[src/common/drive_io_map.svh]
// Constants for the drive digital terminal block: timing, codes, resets.
// Assumes a 125 MHz system clock; included by the package and the RTL.
`ifndef DRIVE_IO_MAP_SVH
`define DRIVE_IO_MAP_SVH
`define CLK_PERIOD_NS 8
`define TICK_TIME_NS 1000000
`define TICK_CYCLES (`TICK_TIME_NS / `CLK_PERIOD_NS)
`define DELAY_MAX_MS 16'd50000
`define DELAY_RST_MS 16'h0000
`define DI_RST 16'h0000
`define NUM_DI 5
`define NUM_DO 4
`define MODE_2W_A 2'h0
`define MODE_2W_B 2'h1
`define MODE_3W_A 2'h2
`define MODE_3W_B 2'h3
`define FN_INVALID 5'h00
`define FN_RUN 5'h01
`define FN_FWD 5'h02
`define FN_REV 5'h03
`define FN_JOG 5'h04
`define FN_FAULT 5'h05
`define FN_FDT_A 5'h06
`define FN_FDT_B 5'h07
`define FN_REACHED 5'h08
`define FN_ZERO 5'h09
`define FN_UPPER 5'h0a
`define FN_LOWER 5'h0b
`define FN_READY 5'h0c
`define FN_PREEXC 5'h0d
`define FN_OVERLOAD 5'h0e
`define FN_UNDERLOAD 5'h0f
`define FN_SEQ_STAGE 5'h10
`define FN_SEQ_CYCLE 5'h11
`define DO_FAST 3
`endif

[src/common/drive_io_pkg.sv]
// Types shared by the drive digital terminal block and its bench.
// Assumes drive_io_map.svh is on the include path.
`include "drive_io_map.svh"
package drive_io_pkg;
	typedef enum logic [1:0] {
		TWO_WIRE_A = 2'b00,
		TWO_WIRE_B = 2'b01,
		THREE_WIRE_A = 2'b10,
		THREE_WIRE_B = 2'b11
	} term_mode_t;
	typedef struct packed {
		logic [15:0] on_ms;
		logic [15:0] off_ms;
	} delay_cfg_t;
	typedef struct packed {
		logic running;
		logic dir_reverse;
		logic jogging;
		logic out_freq_zero;
		logic ref_freq_zero;
		logic fault;
		logic freq_level_detect_a;
		logic freq_level_detect_b;
		logic freq_reached;
		logic upper_limit;
		logic lower_limit;
		logic main_power_ok;
		logic ctrl_power_ok;
		logic protection_active;
		logic ready_to_run;
		logic pre_exciting;
		logic overload_alarm;
		logic underload_alarm;
		logic seq_stage_done;
		logic seq_cycle_done;
	} drive_status_t;
	typedef struct packed {
		logic fwd;
		logic rev;
	} run_cmd_t;
endpackage

[src/rtl/drive_digital_terminal_io.sv]
// Digital terminal logic of a motor drive: delayed switch inputs,
// terminal run-command decode, fault snapshot, four function outputs.
// Assumes all inputs are synchronous to CLK; settings are held stable.
//
// Functional notes
// - Each switch input has its own on delay, 0 to 50000 ms, default 0.
// - Each switch input has its own off delay, 0 to 50000 ms, default 0.
// - Mode 3 selects the second three-wire run scheme.
// - Modes 0 and 1 are two-wire schemes, 2 is three-wire; default 0.
// - Input state is captured at a fault and held; reset value zero.
// - Present 16-bit input state is readable; reset value zero.
// - Two relays, one open-collector, one pulse output, each programmable.
// - Pulse output acts as pulse generator or plain on/off output.
// - One function code may drive several outputs at once.
// - Invalid function code keeps an output inactive.
// - Function codes 0 to 17 are numbered as the code table lists.
// - Running asserts when running with nonzero output frequency.
// - Forward or reverse asserts with frequency in that direction.
// - Jogging asserts with output frequency during jog.
// - Fault asserts while the drive is in fault.
// - Zero speed asserts when output and reference frequency are zero.
// - Upper limit asserts when running frequency reaches upper limit.
// - Lower limit asserts when running frequency reaches lower limit.
// - Ready needs both powers, no protection active, ready to run.
// - Pre-exciting asserts during motor pre-excitation.
// - Overload pre-alarm follows the timed overload alarm.
// - Underload pre-alarm follows the timed underload alarm.
// - Sequencer-stage signals each completed stage.
// - Sequencer-cycle signals each completed cycle.
`timescale 1ns/1ps
`include "drive_io_map.svh"
module drive_digital_terminal_io #(
	parameter int TICK_CYCLES = `TICK_CYCLES
) (
	input wire logic CLK, // 125 MHz system clock
	input wire logic RESET_N, // Asynchronous reset, active low
	input wire logic [`NUM_DI-1:0] SW_IN, // Raw inputs, bit 4 is fast input
	input wire drive_io_pkg::delay_cfg_t [`NUM_DI-1:0] DELAY_CFG, // Per input
	input wire drive_io_pkg::term_mode_t TERM_MODE, // Run-command scheme
	input wire drive_io_pkg::drive_status_t STATUS, // Drive state
	input wire logic [`NUM_DO-1:0][4:0] FUNC_SEL, // Function per output
	input wire logic FAST_PULSE_MODE, // 1: pulse generator
	input wire logic [15:0] PULSE_HALF, // Half period, clocks
	output logic [15:0] DI_STATE, // Accepted input state
	output logic [15:0] FAULT_DI_STATE, // State captured at fault
	output drive_io_pkg::run_cmd_t RUN_CMD, // Decoded run command
	output logic [`NUM_DO-1:0] DOUT // Relay 1, relay 2, OC, fast
);

	////////////////////////////////////////////////////////////////////
	// Millisecond tick from the system clock
	logic [16:0] tick_cnt_q;
	logic tick_q;
	wire tick_wrap = (tick_cnt_q == 17'(TICK_CYCLES - 1));

	// Single-cycle enable; all delays count in these ticks
	always_ff @(posedge CLK or negedge RESET_N)
	begin
		if (!RESET_N)
		begin
			tick_cnt_q <= 17'h00000;
			tick_q <= 1'b0;
		end
		else
		begin
			tick_cnt_q <= tick_wrap ? 17'h00000 : tick_cnt_q + 17'h00001;
			tick_q <= tick_wrap;
		end
	end

	////////////////////////////////////////////////////////////////////
	// Switch input delays
	logic [`NUM_DI-1:0] acc_q;
	genvar gi;
	generate
		for (gi = 0; gi < `NUM_DI; gi++)
		begin : g_di
			logic [15:0] cnt_q;
			wire differ = SW_IN[gi] != acc_q[gi];
			wire [15:0] lim = SW_IN[gi] ? DELAY_CFG[gi].on_ms : DELAY_CFG[gi].off_ms;
			wire done = differ && (lim == 16'h0000 || cnt_q > lim);

			// A reversal before the limit clears the count, so a
			// bounce shorter than the delay never gets through
			always_ff @(posedge CLK or negedge RESET_N)
			begin
				if (!RESET_N)
				begin
					cnt_q <= `DELAY_RST_MS;
					acc_q[gi] <= 1'b0;
				end
				else
				begin
					if (!differ || done)
						cnt_q <= 16'h0000;
					else if (tick_q)
						cnt_q <= cnt_q + 16'h0001;
					if (done)
						acc_q[gi] <= SW_IN[gi];
				end
			end

		end
	endgenerate

	////////////////////////////////////////////////////////////////////
	// Input state and fault snapshot
	logic fault_q;
	wire [15:0] di_word = {11'h000, acc_q};
	wire fault_rise = STATUS.fault && !fault_q;

	// Snapshot taken on the fault's first cycle only, so the value
	// stays put while the drive sits in fault
	always_ff @(posedge CLK or negedge RESET_N)
	begin
		if (!RESET_N)
		begin
			DI_STATE <= `DI_RST;
			FAULT_DI_STATE <= `DI_RST;
			fault_q <= 1'b0;
		end
		else
		begin
			DI_STATE <= di_word;
			fault_q <= STATUS.fault;
			if (fault_rise)
				FAULT_DI_STATE <= DI_STATE;
		end
	end

	////////////////////////////////////////////////////////////////////
	// Terminal run-command decode
	// Inputs 1 and 2 give forward/run and reverse/direction, input 3
	// is the normally closed stop for the three-wire schemes.
	logic hold_fwd_q;
	logic hold_rev_q;
	wire in1 = acc_q[0];
	wire in2 = acc_q[1];
	wire stop_n = acc_q[2];
	wire two_a = TERM_MODE == drive_io_pkg::TWO_WIRE_A;
	wire two_b = TERM_MODE == drive_io_pkg::TWO_WIRE_B;
	wire three_a = TERM_MODE == drive_io_pkg::THREE_WIRE_A;
	wire three_b = TERM_MODE == drive_io_pkg::THREE_WIRE_B;
	// Both run inputs in two-wire scheme A cancel each other to a stop
	wire fwd_2w = (two_a && in1 && !in2) || (two_b && in1 && !in2);
	wire rev_2w = (two_a && in2 && !in1) || (two_b && in1 && in2);
	wire set_fwd = (three_a && in1) || (three_b && in1 && !in2);
	wire set_rev = (three_a && in2 && !in1) || (three_b && in1 && in2);
	drive_io_pkg::run_cmd_t cmd_d;
	assign cmd_d.fwd = two_a || two_b ? fwd_2w : hold_fwd_q;
	assign cmd_d.rev = two_a || two_b ? rev_2w : hold_rev_q;

	// Three-wire latches: a pulse sets, an open stop contact clears;
	// stop wins so a held run button cannot override it
	always_ff @(posedge CLK or negedge RESET_N)
	begin
		if (!RESET_N)
		begin
			hold_fwd_q <= 1'b0;
			hold_rev_q <= 1'b0;
			RUN_CMD <= '0;
		end
		else
		begin
			if (!stop_n || two_a || two_b)
			begin
				hold_fwd_q <= 1'b0;
				hold_rev_q <= 1'b0;
			end
			else if (set_fwd)
			begin
				hold_fwd_q <= 1'b1;
				hold_rev_q <= 1'b0;
			end
			else if (set_rev)
			begin
				hold_fwd_q <= 1'b0;
				hold_rev_q <= 1'b1;
			end
			RUN_CMD <= cmd_d;
		end
	end

	////////////////////////////////////////////////////////////////////
	// Output function selection
	logic stage_q;
	logic cycle_q;

	// Sequencer events are pulses; hold them until the next tick so a
	// pulse between ticks still reaches the outputs. Set wins over clear.
	always_ff @(posedge CLK or negedge RESET_N)
	begin
		if (!RESET_N)
		begin
			stage_q <= 1'b0;
			cycle_q <= 1'b0;
		end
		else
		begin
			stage_q <= STATUS.seq_stage_done || (stage_q && !tick_q);
			cycle_q <= STATUS.seq_cycle_done || (cycle_q && !tick_q);
		end
	end

	function automatic logic func_mux(input logic [4:0] code,
		input drive_io_pkg::drive_status_t s, input logic stg, input logic cyc);
		logic freq;
		freq = s.running && !s.out_freq_zero;
		unique case (code)
			`FN_INVALID: func_mux = 1'b0;
			`FN_RUN: func_mux = freq;
			`FN_FWD: func_mux = freq && !s.dir_reverse;
			`FN_REV: func_mux = freq && s.dir_reverse;
			`FN_JOG: func_mux = freq && s.jogging;
			`FN_FAULT: func_mux = s.fault;
			`FN_FDT_A: func_mux = s.freq_level_detect_a;
			`FN_FDT_B: func_mux = s.freq_level_detect_b;
			`FN_REACHED: func_mux = s.freq_reached;
			`FN_ZERO: func_mux = s.out_freq_zero && s.ref_freq_zero;
			`FN_UPPER: func_mux = s.upper_limit;
			`FN_LOWER: func_mux = s.lower_limit;
			`FN_READY: func_mux = s.main_power_ok && s.ctrl_power_ok
				&& !s.protection_active && s.ready_to_run;
			`FN_PREEXC: func_mux = s.pre_exciting;
			`FN_OVERLOAD: func_mux = s.overload_alarm;
			`FN_UNDERLOAD: func_mux = s.underload_alarm;
			`FN_SEQ_STAGE: func_mux = stg;
			`FN_SEQ_CYCLE: func_mux = cyc;
			default: func_mux = 1'b0; // Unused codes behave as invalid
		endcase
	endfunction

	////////////////////////////////////////////////////////////////////
	// Fast output pulse generator
	logic [15:0] pulse_cnt_q;
	logic pulse_q;
	wire pulse_wrap = pulse_cnt_q + 16'h0001 >= PULSE_HALF;

	// Square wave at twice PULSE_HALF clocks; zero parks it low
	always_ff @(posedge CLK or negedge RESET_N)
	begin
		if (!RESET_N)
		begin
			pulse_cnt_q <= 16'h0000;
			pulse_q <= 1'b0;
		end
		else if (!FAST_PULSE_MODE || PULSE_HALF == 16'h0000)
		begin
			pulse_cnt_q <= 16'h0000;
			pulse_q <= 1'b0;
		end
		else
		begin
			pulse_cnt_q <= pulse_wrap ? 16'h0000 : pulse_cnt_q + 16'h0001;
			if (pulse_wrap)
				pulse_q <= !pulse_q;
		end
	end

	////////////////////////////////////////////////////////////////////
	// Output terminals
	logic [`NUM_DO-1:0] sel_w;
	generate
		for (gi = 0; gi < `NUM_DO; gi++)
		begin : g_do
			// Each terminal decodes its own code, so codes may repeat
			assign sel_w[gi] = func_mux(FUNC_SEL[gi], STATUS, stage_q, cycle_q);

			// Refresh on the tick only; the fast output in pulse mode
			// bypasses the tick so its rate is not quantised
			always_ff @(posedge CLK or negedge RESET_N)
			begin
				if (!RESET_N)
					DOUT[gi] <= 1'b0;
				else if (gi == `DO_FAST && FAST_PULSE_MODE)
					DOUT[gi] <= pulse_q;
				else if (tick_q)
					DOUT[gi] <= sel_w[gi];
			end
		end
	endgenerate
endmodule

[config.mk]
export PLATFORM = sky130hd
export DESIGN_NAME = drive_digital_terminal_io
export DESIGN_NICKNAME = d
export VERILOG_FILES = /design/src/common/drive_io_pkg.sv /design/src/rtl/drive_digital_terminal_io.sv
export VERILOG_INCLUDE_DIRS = /design/src /design/src/common
export SDC_FILE = /design/constraint.sdc
export NUM_CORES = 1
export LEC_CHECK = 0
export ABC_AREA = 1
export BUFFER_PORTS_ARGS = -buffer_cell sky130_fd_sc_hd__buf_2
export CAP_MARGIN = 20
export CORE_MARGIN = 3
export CORE_UTILIZATION = 31
export DETAILED_ROUTE_END_ITERATION = 16
export SLEW_MARGIN = 20
export SYNTH_ARGS = -nofsm -noshare
export SYNTH_HDL_FRONTEND = slang
export SYNTH_SLANG_ARGS = --single-unit
[constraint.sdc]
create_clock -name CLK -period 3 [get_ports CLK]
set_clock_uncertainty 0.2 [all_clocks]
set_input_delay 0.15 -clock CLK [delete_from_list [all_inputs] [get_ports CLK]]
set_output_delay 0.15 -clock CLK [all_outputs]
set_load 0.05 [all_outputs]
==> flow_summary.toml <==
[outcome]
outcome = "finished clean"

[synth]
synth_seq_area_share_pct = 29.5
yosys_warnings = 0
synth_edf_count = 0
synth_area_leaders = "dfrtp_1 (30%), nand2_1 (12%), ha_1 (11%)"
yosysTopAreaCellShare_pct = 29.5
ys_ff_latch = 141
avgSynthCellArea_sq_um = 7.12
synthCells = 1679
synth_ff_type = "dfrtp_1"
synth_area_sq_um = 12000
async_flop_share_pct = 100
synth_cell_type_count = 49
yosysTopAreaCell = "dfrtp_1"

[sta]
hold_viol_final = 0
slew_violations = 0
rsz0062_at_grt = "no"
fin_crit_sh_pct = 92.4
max_freq_mhz = 361
holdWs_ps = 16.4
fin_tns_setup_ps = 0
setup_violations = 0
worst_slew_pin_slew_ps = 618
maxSlewHeadroom_pct = 58.8
min_period_ps = 2770

[drt]
num_vias = 11300
routed_wl_microns = 31100
viasPerCell = 4.61
first_iter_violations = 686
drc_errors = 0
wire_per_inst_microns = 12.7
drt_pre_antenna_iters = 5
drtAntennaViolNets = 0

[cts]
clk_pin_slew_ps = 70
cts_tree = "done"
h-tree-depth = 4
clock-sinks = 141
numCtsBuffers = 17
clock-root-buffer = "clkbuf_16"
clockBufferDepth = 2
clk_latency_ps = 420

[global_route]
use_met2_pct = 25.4
gr-total-overflow = 0
grtUsageMet1_pct = 20.0
met3_usage_pct = 2.35
grtUsageTotal_pct = 14.9
grt_max_degree = 104
grt_pass1_vias = 10800
grt_antenna_before_repair = 0
busiest_layer = "met2"
grt_pass1_wl_microns = 51300

[place]
place.detailed.hpwl_microns = 24600
port_buffers = 241
gp_congestion = 0.863
dpl_cell_area_sq_um = 13500

[floorplanning]
rows = 71
start_util_pct = 31.6
die_area_sq_um = 41000
core_sq_um = 37800
die_h_microns = 202
io_pins = 264
die_w_microns = 202

[setup_path]
cp-start-kind = "flop"
cp.required_ps = 3090
r2r-end = "pulse_cnt_q[6]"
ff2ff_path_depth = 15
cp.arrival_ps = 2860
crit_type = "reg2reg"
critPathMaxFanout = 16
worstSetupEndpointType = "flop"
reg2reg_from = "pulse_cnt_q[0]"
reg2reg_slack_ps = 230

[layout]
mostFrequentLayoutCells = "nand2_1 (373), nor2_1 (247), buf_2 (240)"
areaGrowthSynthToFinish_pct = 19.9
layout_commonest_cell = "nand2_1"
fillers = 4041
drive_gt1_share_pct = 18.1
nNetsFinal = 2261
fin_area_sq_um = 14300
antenna_cells = 0

[job]
drv_cap = 0

[pwr]
cellLeakagePower_uw = 0.00742
powerDensity_nw_per_um2 = 367
peakVddDrop_mv = 0.293

[worst_hold_path]
hp-class = "in2async"
==> metrics by stage <==
step           setup WS (ps)  utilization [%]  std cells  total power (uW)
6_report                 227             37.9       2456              5260
5_1_grt                 5.98             37.9       2456              5570
4_1_cts                  108             37.6       2452              5330
3_5_place_dp            13.8             35.8       2408              3240
3_3_place_gp             148             35.8       2408              3220
2_1_floorplan            257                -       1700              2900
==> cell families (layout without fill, tap and decap cells) <==
group | Yosys count | in the layout | synth area share (%)
multiplexers | 21 | 21 | 1.81
buffers and inverters | 275 | 520 | 10.5
adder cells (fa/ha/maj) | 103 | 103 | 10.8
XOR/XNOR | 70 | 70 | 5.13
AND/OR/NAND/NOR | 921 | 921 | 35.1
flip-flops | 141 | 141 | 29.5
AO/OA/AOI/OAI | 147 | 147 | 7.14
other | 1 | 22 | 0.0314
==> registers in the layout, indices dropped and copies added (netlist names) <==
signal / cells
g_di.cnt_q: 80
tick_cnt_q: 17
pulse_cnt_q: 16
DI_STATE: 5
FAULT_DI_STATE: 5
DOUT: 4
RUN_CMD: 2
acc_q: 2
cycle_q: 1
fault_q: 1
hold_fwd_q: 1
hold_rev_q: 1
in1: 1
in2: 1
pulse_q: 1
stage_q: 1
stop_n: 1
tick_q: 1
==> what timing repair did <==
| item | 4_1_cts | 5_1_grt |
|---|---|---|
| gates resized for setup | 1 | 12 |
| pin swaps | 0 | 2 |
| endpoints found under the setup margin | 1 | 49 |
| endpoints found under the hold margin | 101 | 0 |
| buffers inserted | 0 | 4 |
| hold buffers | 12 | 0 |
==> Yosys cell counts (all sizes together), types with 2 or more instances <==
cell type  instances
a21o               5
xnor2             19
or2               41
o21bai             7
o21ai             65
dfrtp            141
and2               3
nor4               5
inv              223
nor2             272
nand3b             7
a31oi              2
buf               48
clkbuf             3
a211oi             2
nor3              31
o21a              11
nand3            107
ha               103
xor2              51
a21oi             48
mux2i             16
nand2            376
a31o               2
nand4             77
mux2               5
==> layout make-up <==
type	count	area, sq um	share of cell area (%)
well taps	511	639	4.46
multi-input cells	1284	7320	51.0
clock inverters	14	123	0.855
flip-flops and latches	141	3530	24.6
inverters	224	841	5.87
repair buffers	264	1460	10.2
clock buffers	18	429	2.99
==> layer usage <==
layer / vias up / share of wire (%)
met5: - / 0
met4: 0 / 1.0
met3: 21 / 4.4
met2: 253 / 47
met1: 5153 / 47
li1: 5900 / -
==> worst max-delay path, cell delays in order (launching register included) <==
cell and delay, ps:
dfrtp_1 400, ha_1 260, nand2_1 110, nor2_2 60
nand3_1 80, inv_1 50, or2_2 260, nand2_1 80
inv_1 50, ha_1 260, nand2_1 100, nor3_4 240
nand3_1 150, nand3_1 130, buf_6 180, nor2_1 60
==> where the power goes <==
part / switching, uW / internal [uW] / total [uW]
clock: 881 / 1140 / 2020
combinational: 813 / 395 / 1210
sequential: 64.5 / 1970 / 2030
total: 1760 / 3510 / 5260
==> worst max-delay path by stage <==
stage / startpoint / endpoint / slack, ps / depth (start not counted)
6_report: pulse_cnt_q[0] / pulse_cnt_q[6] / 230 / 15
5_1_grt: pulse_cnt_q[0] / pulse_cnt_q[14] / 6 / 15
4_1_cts: pulse_cnt_q[0] / pulse_cnt_q[6] / 110 / 16
3_5_place_dp: pulse_cnt_q[0] / pulse_cnt_q[11] / 10 / 16
3_3_place_gp: pulse_cnt_q[2] / pulse_cnt_q[7] / 150 / 16
2_1_floorplan: pulse_cnt_q[2] / pulse_cnt_q[14] / 260 / 16
Note: power is estimated with default switching activity, not from simulation.
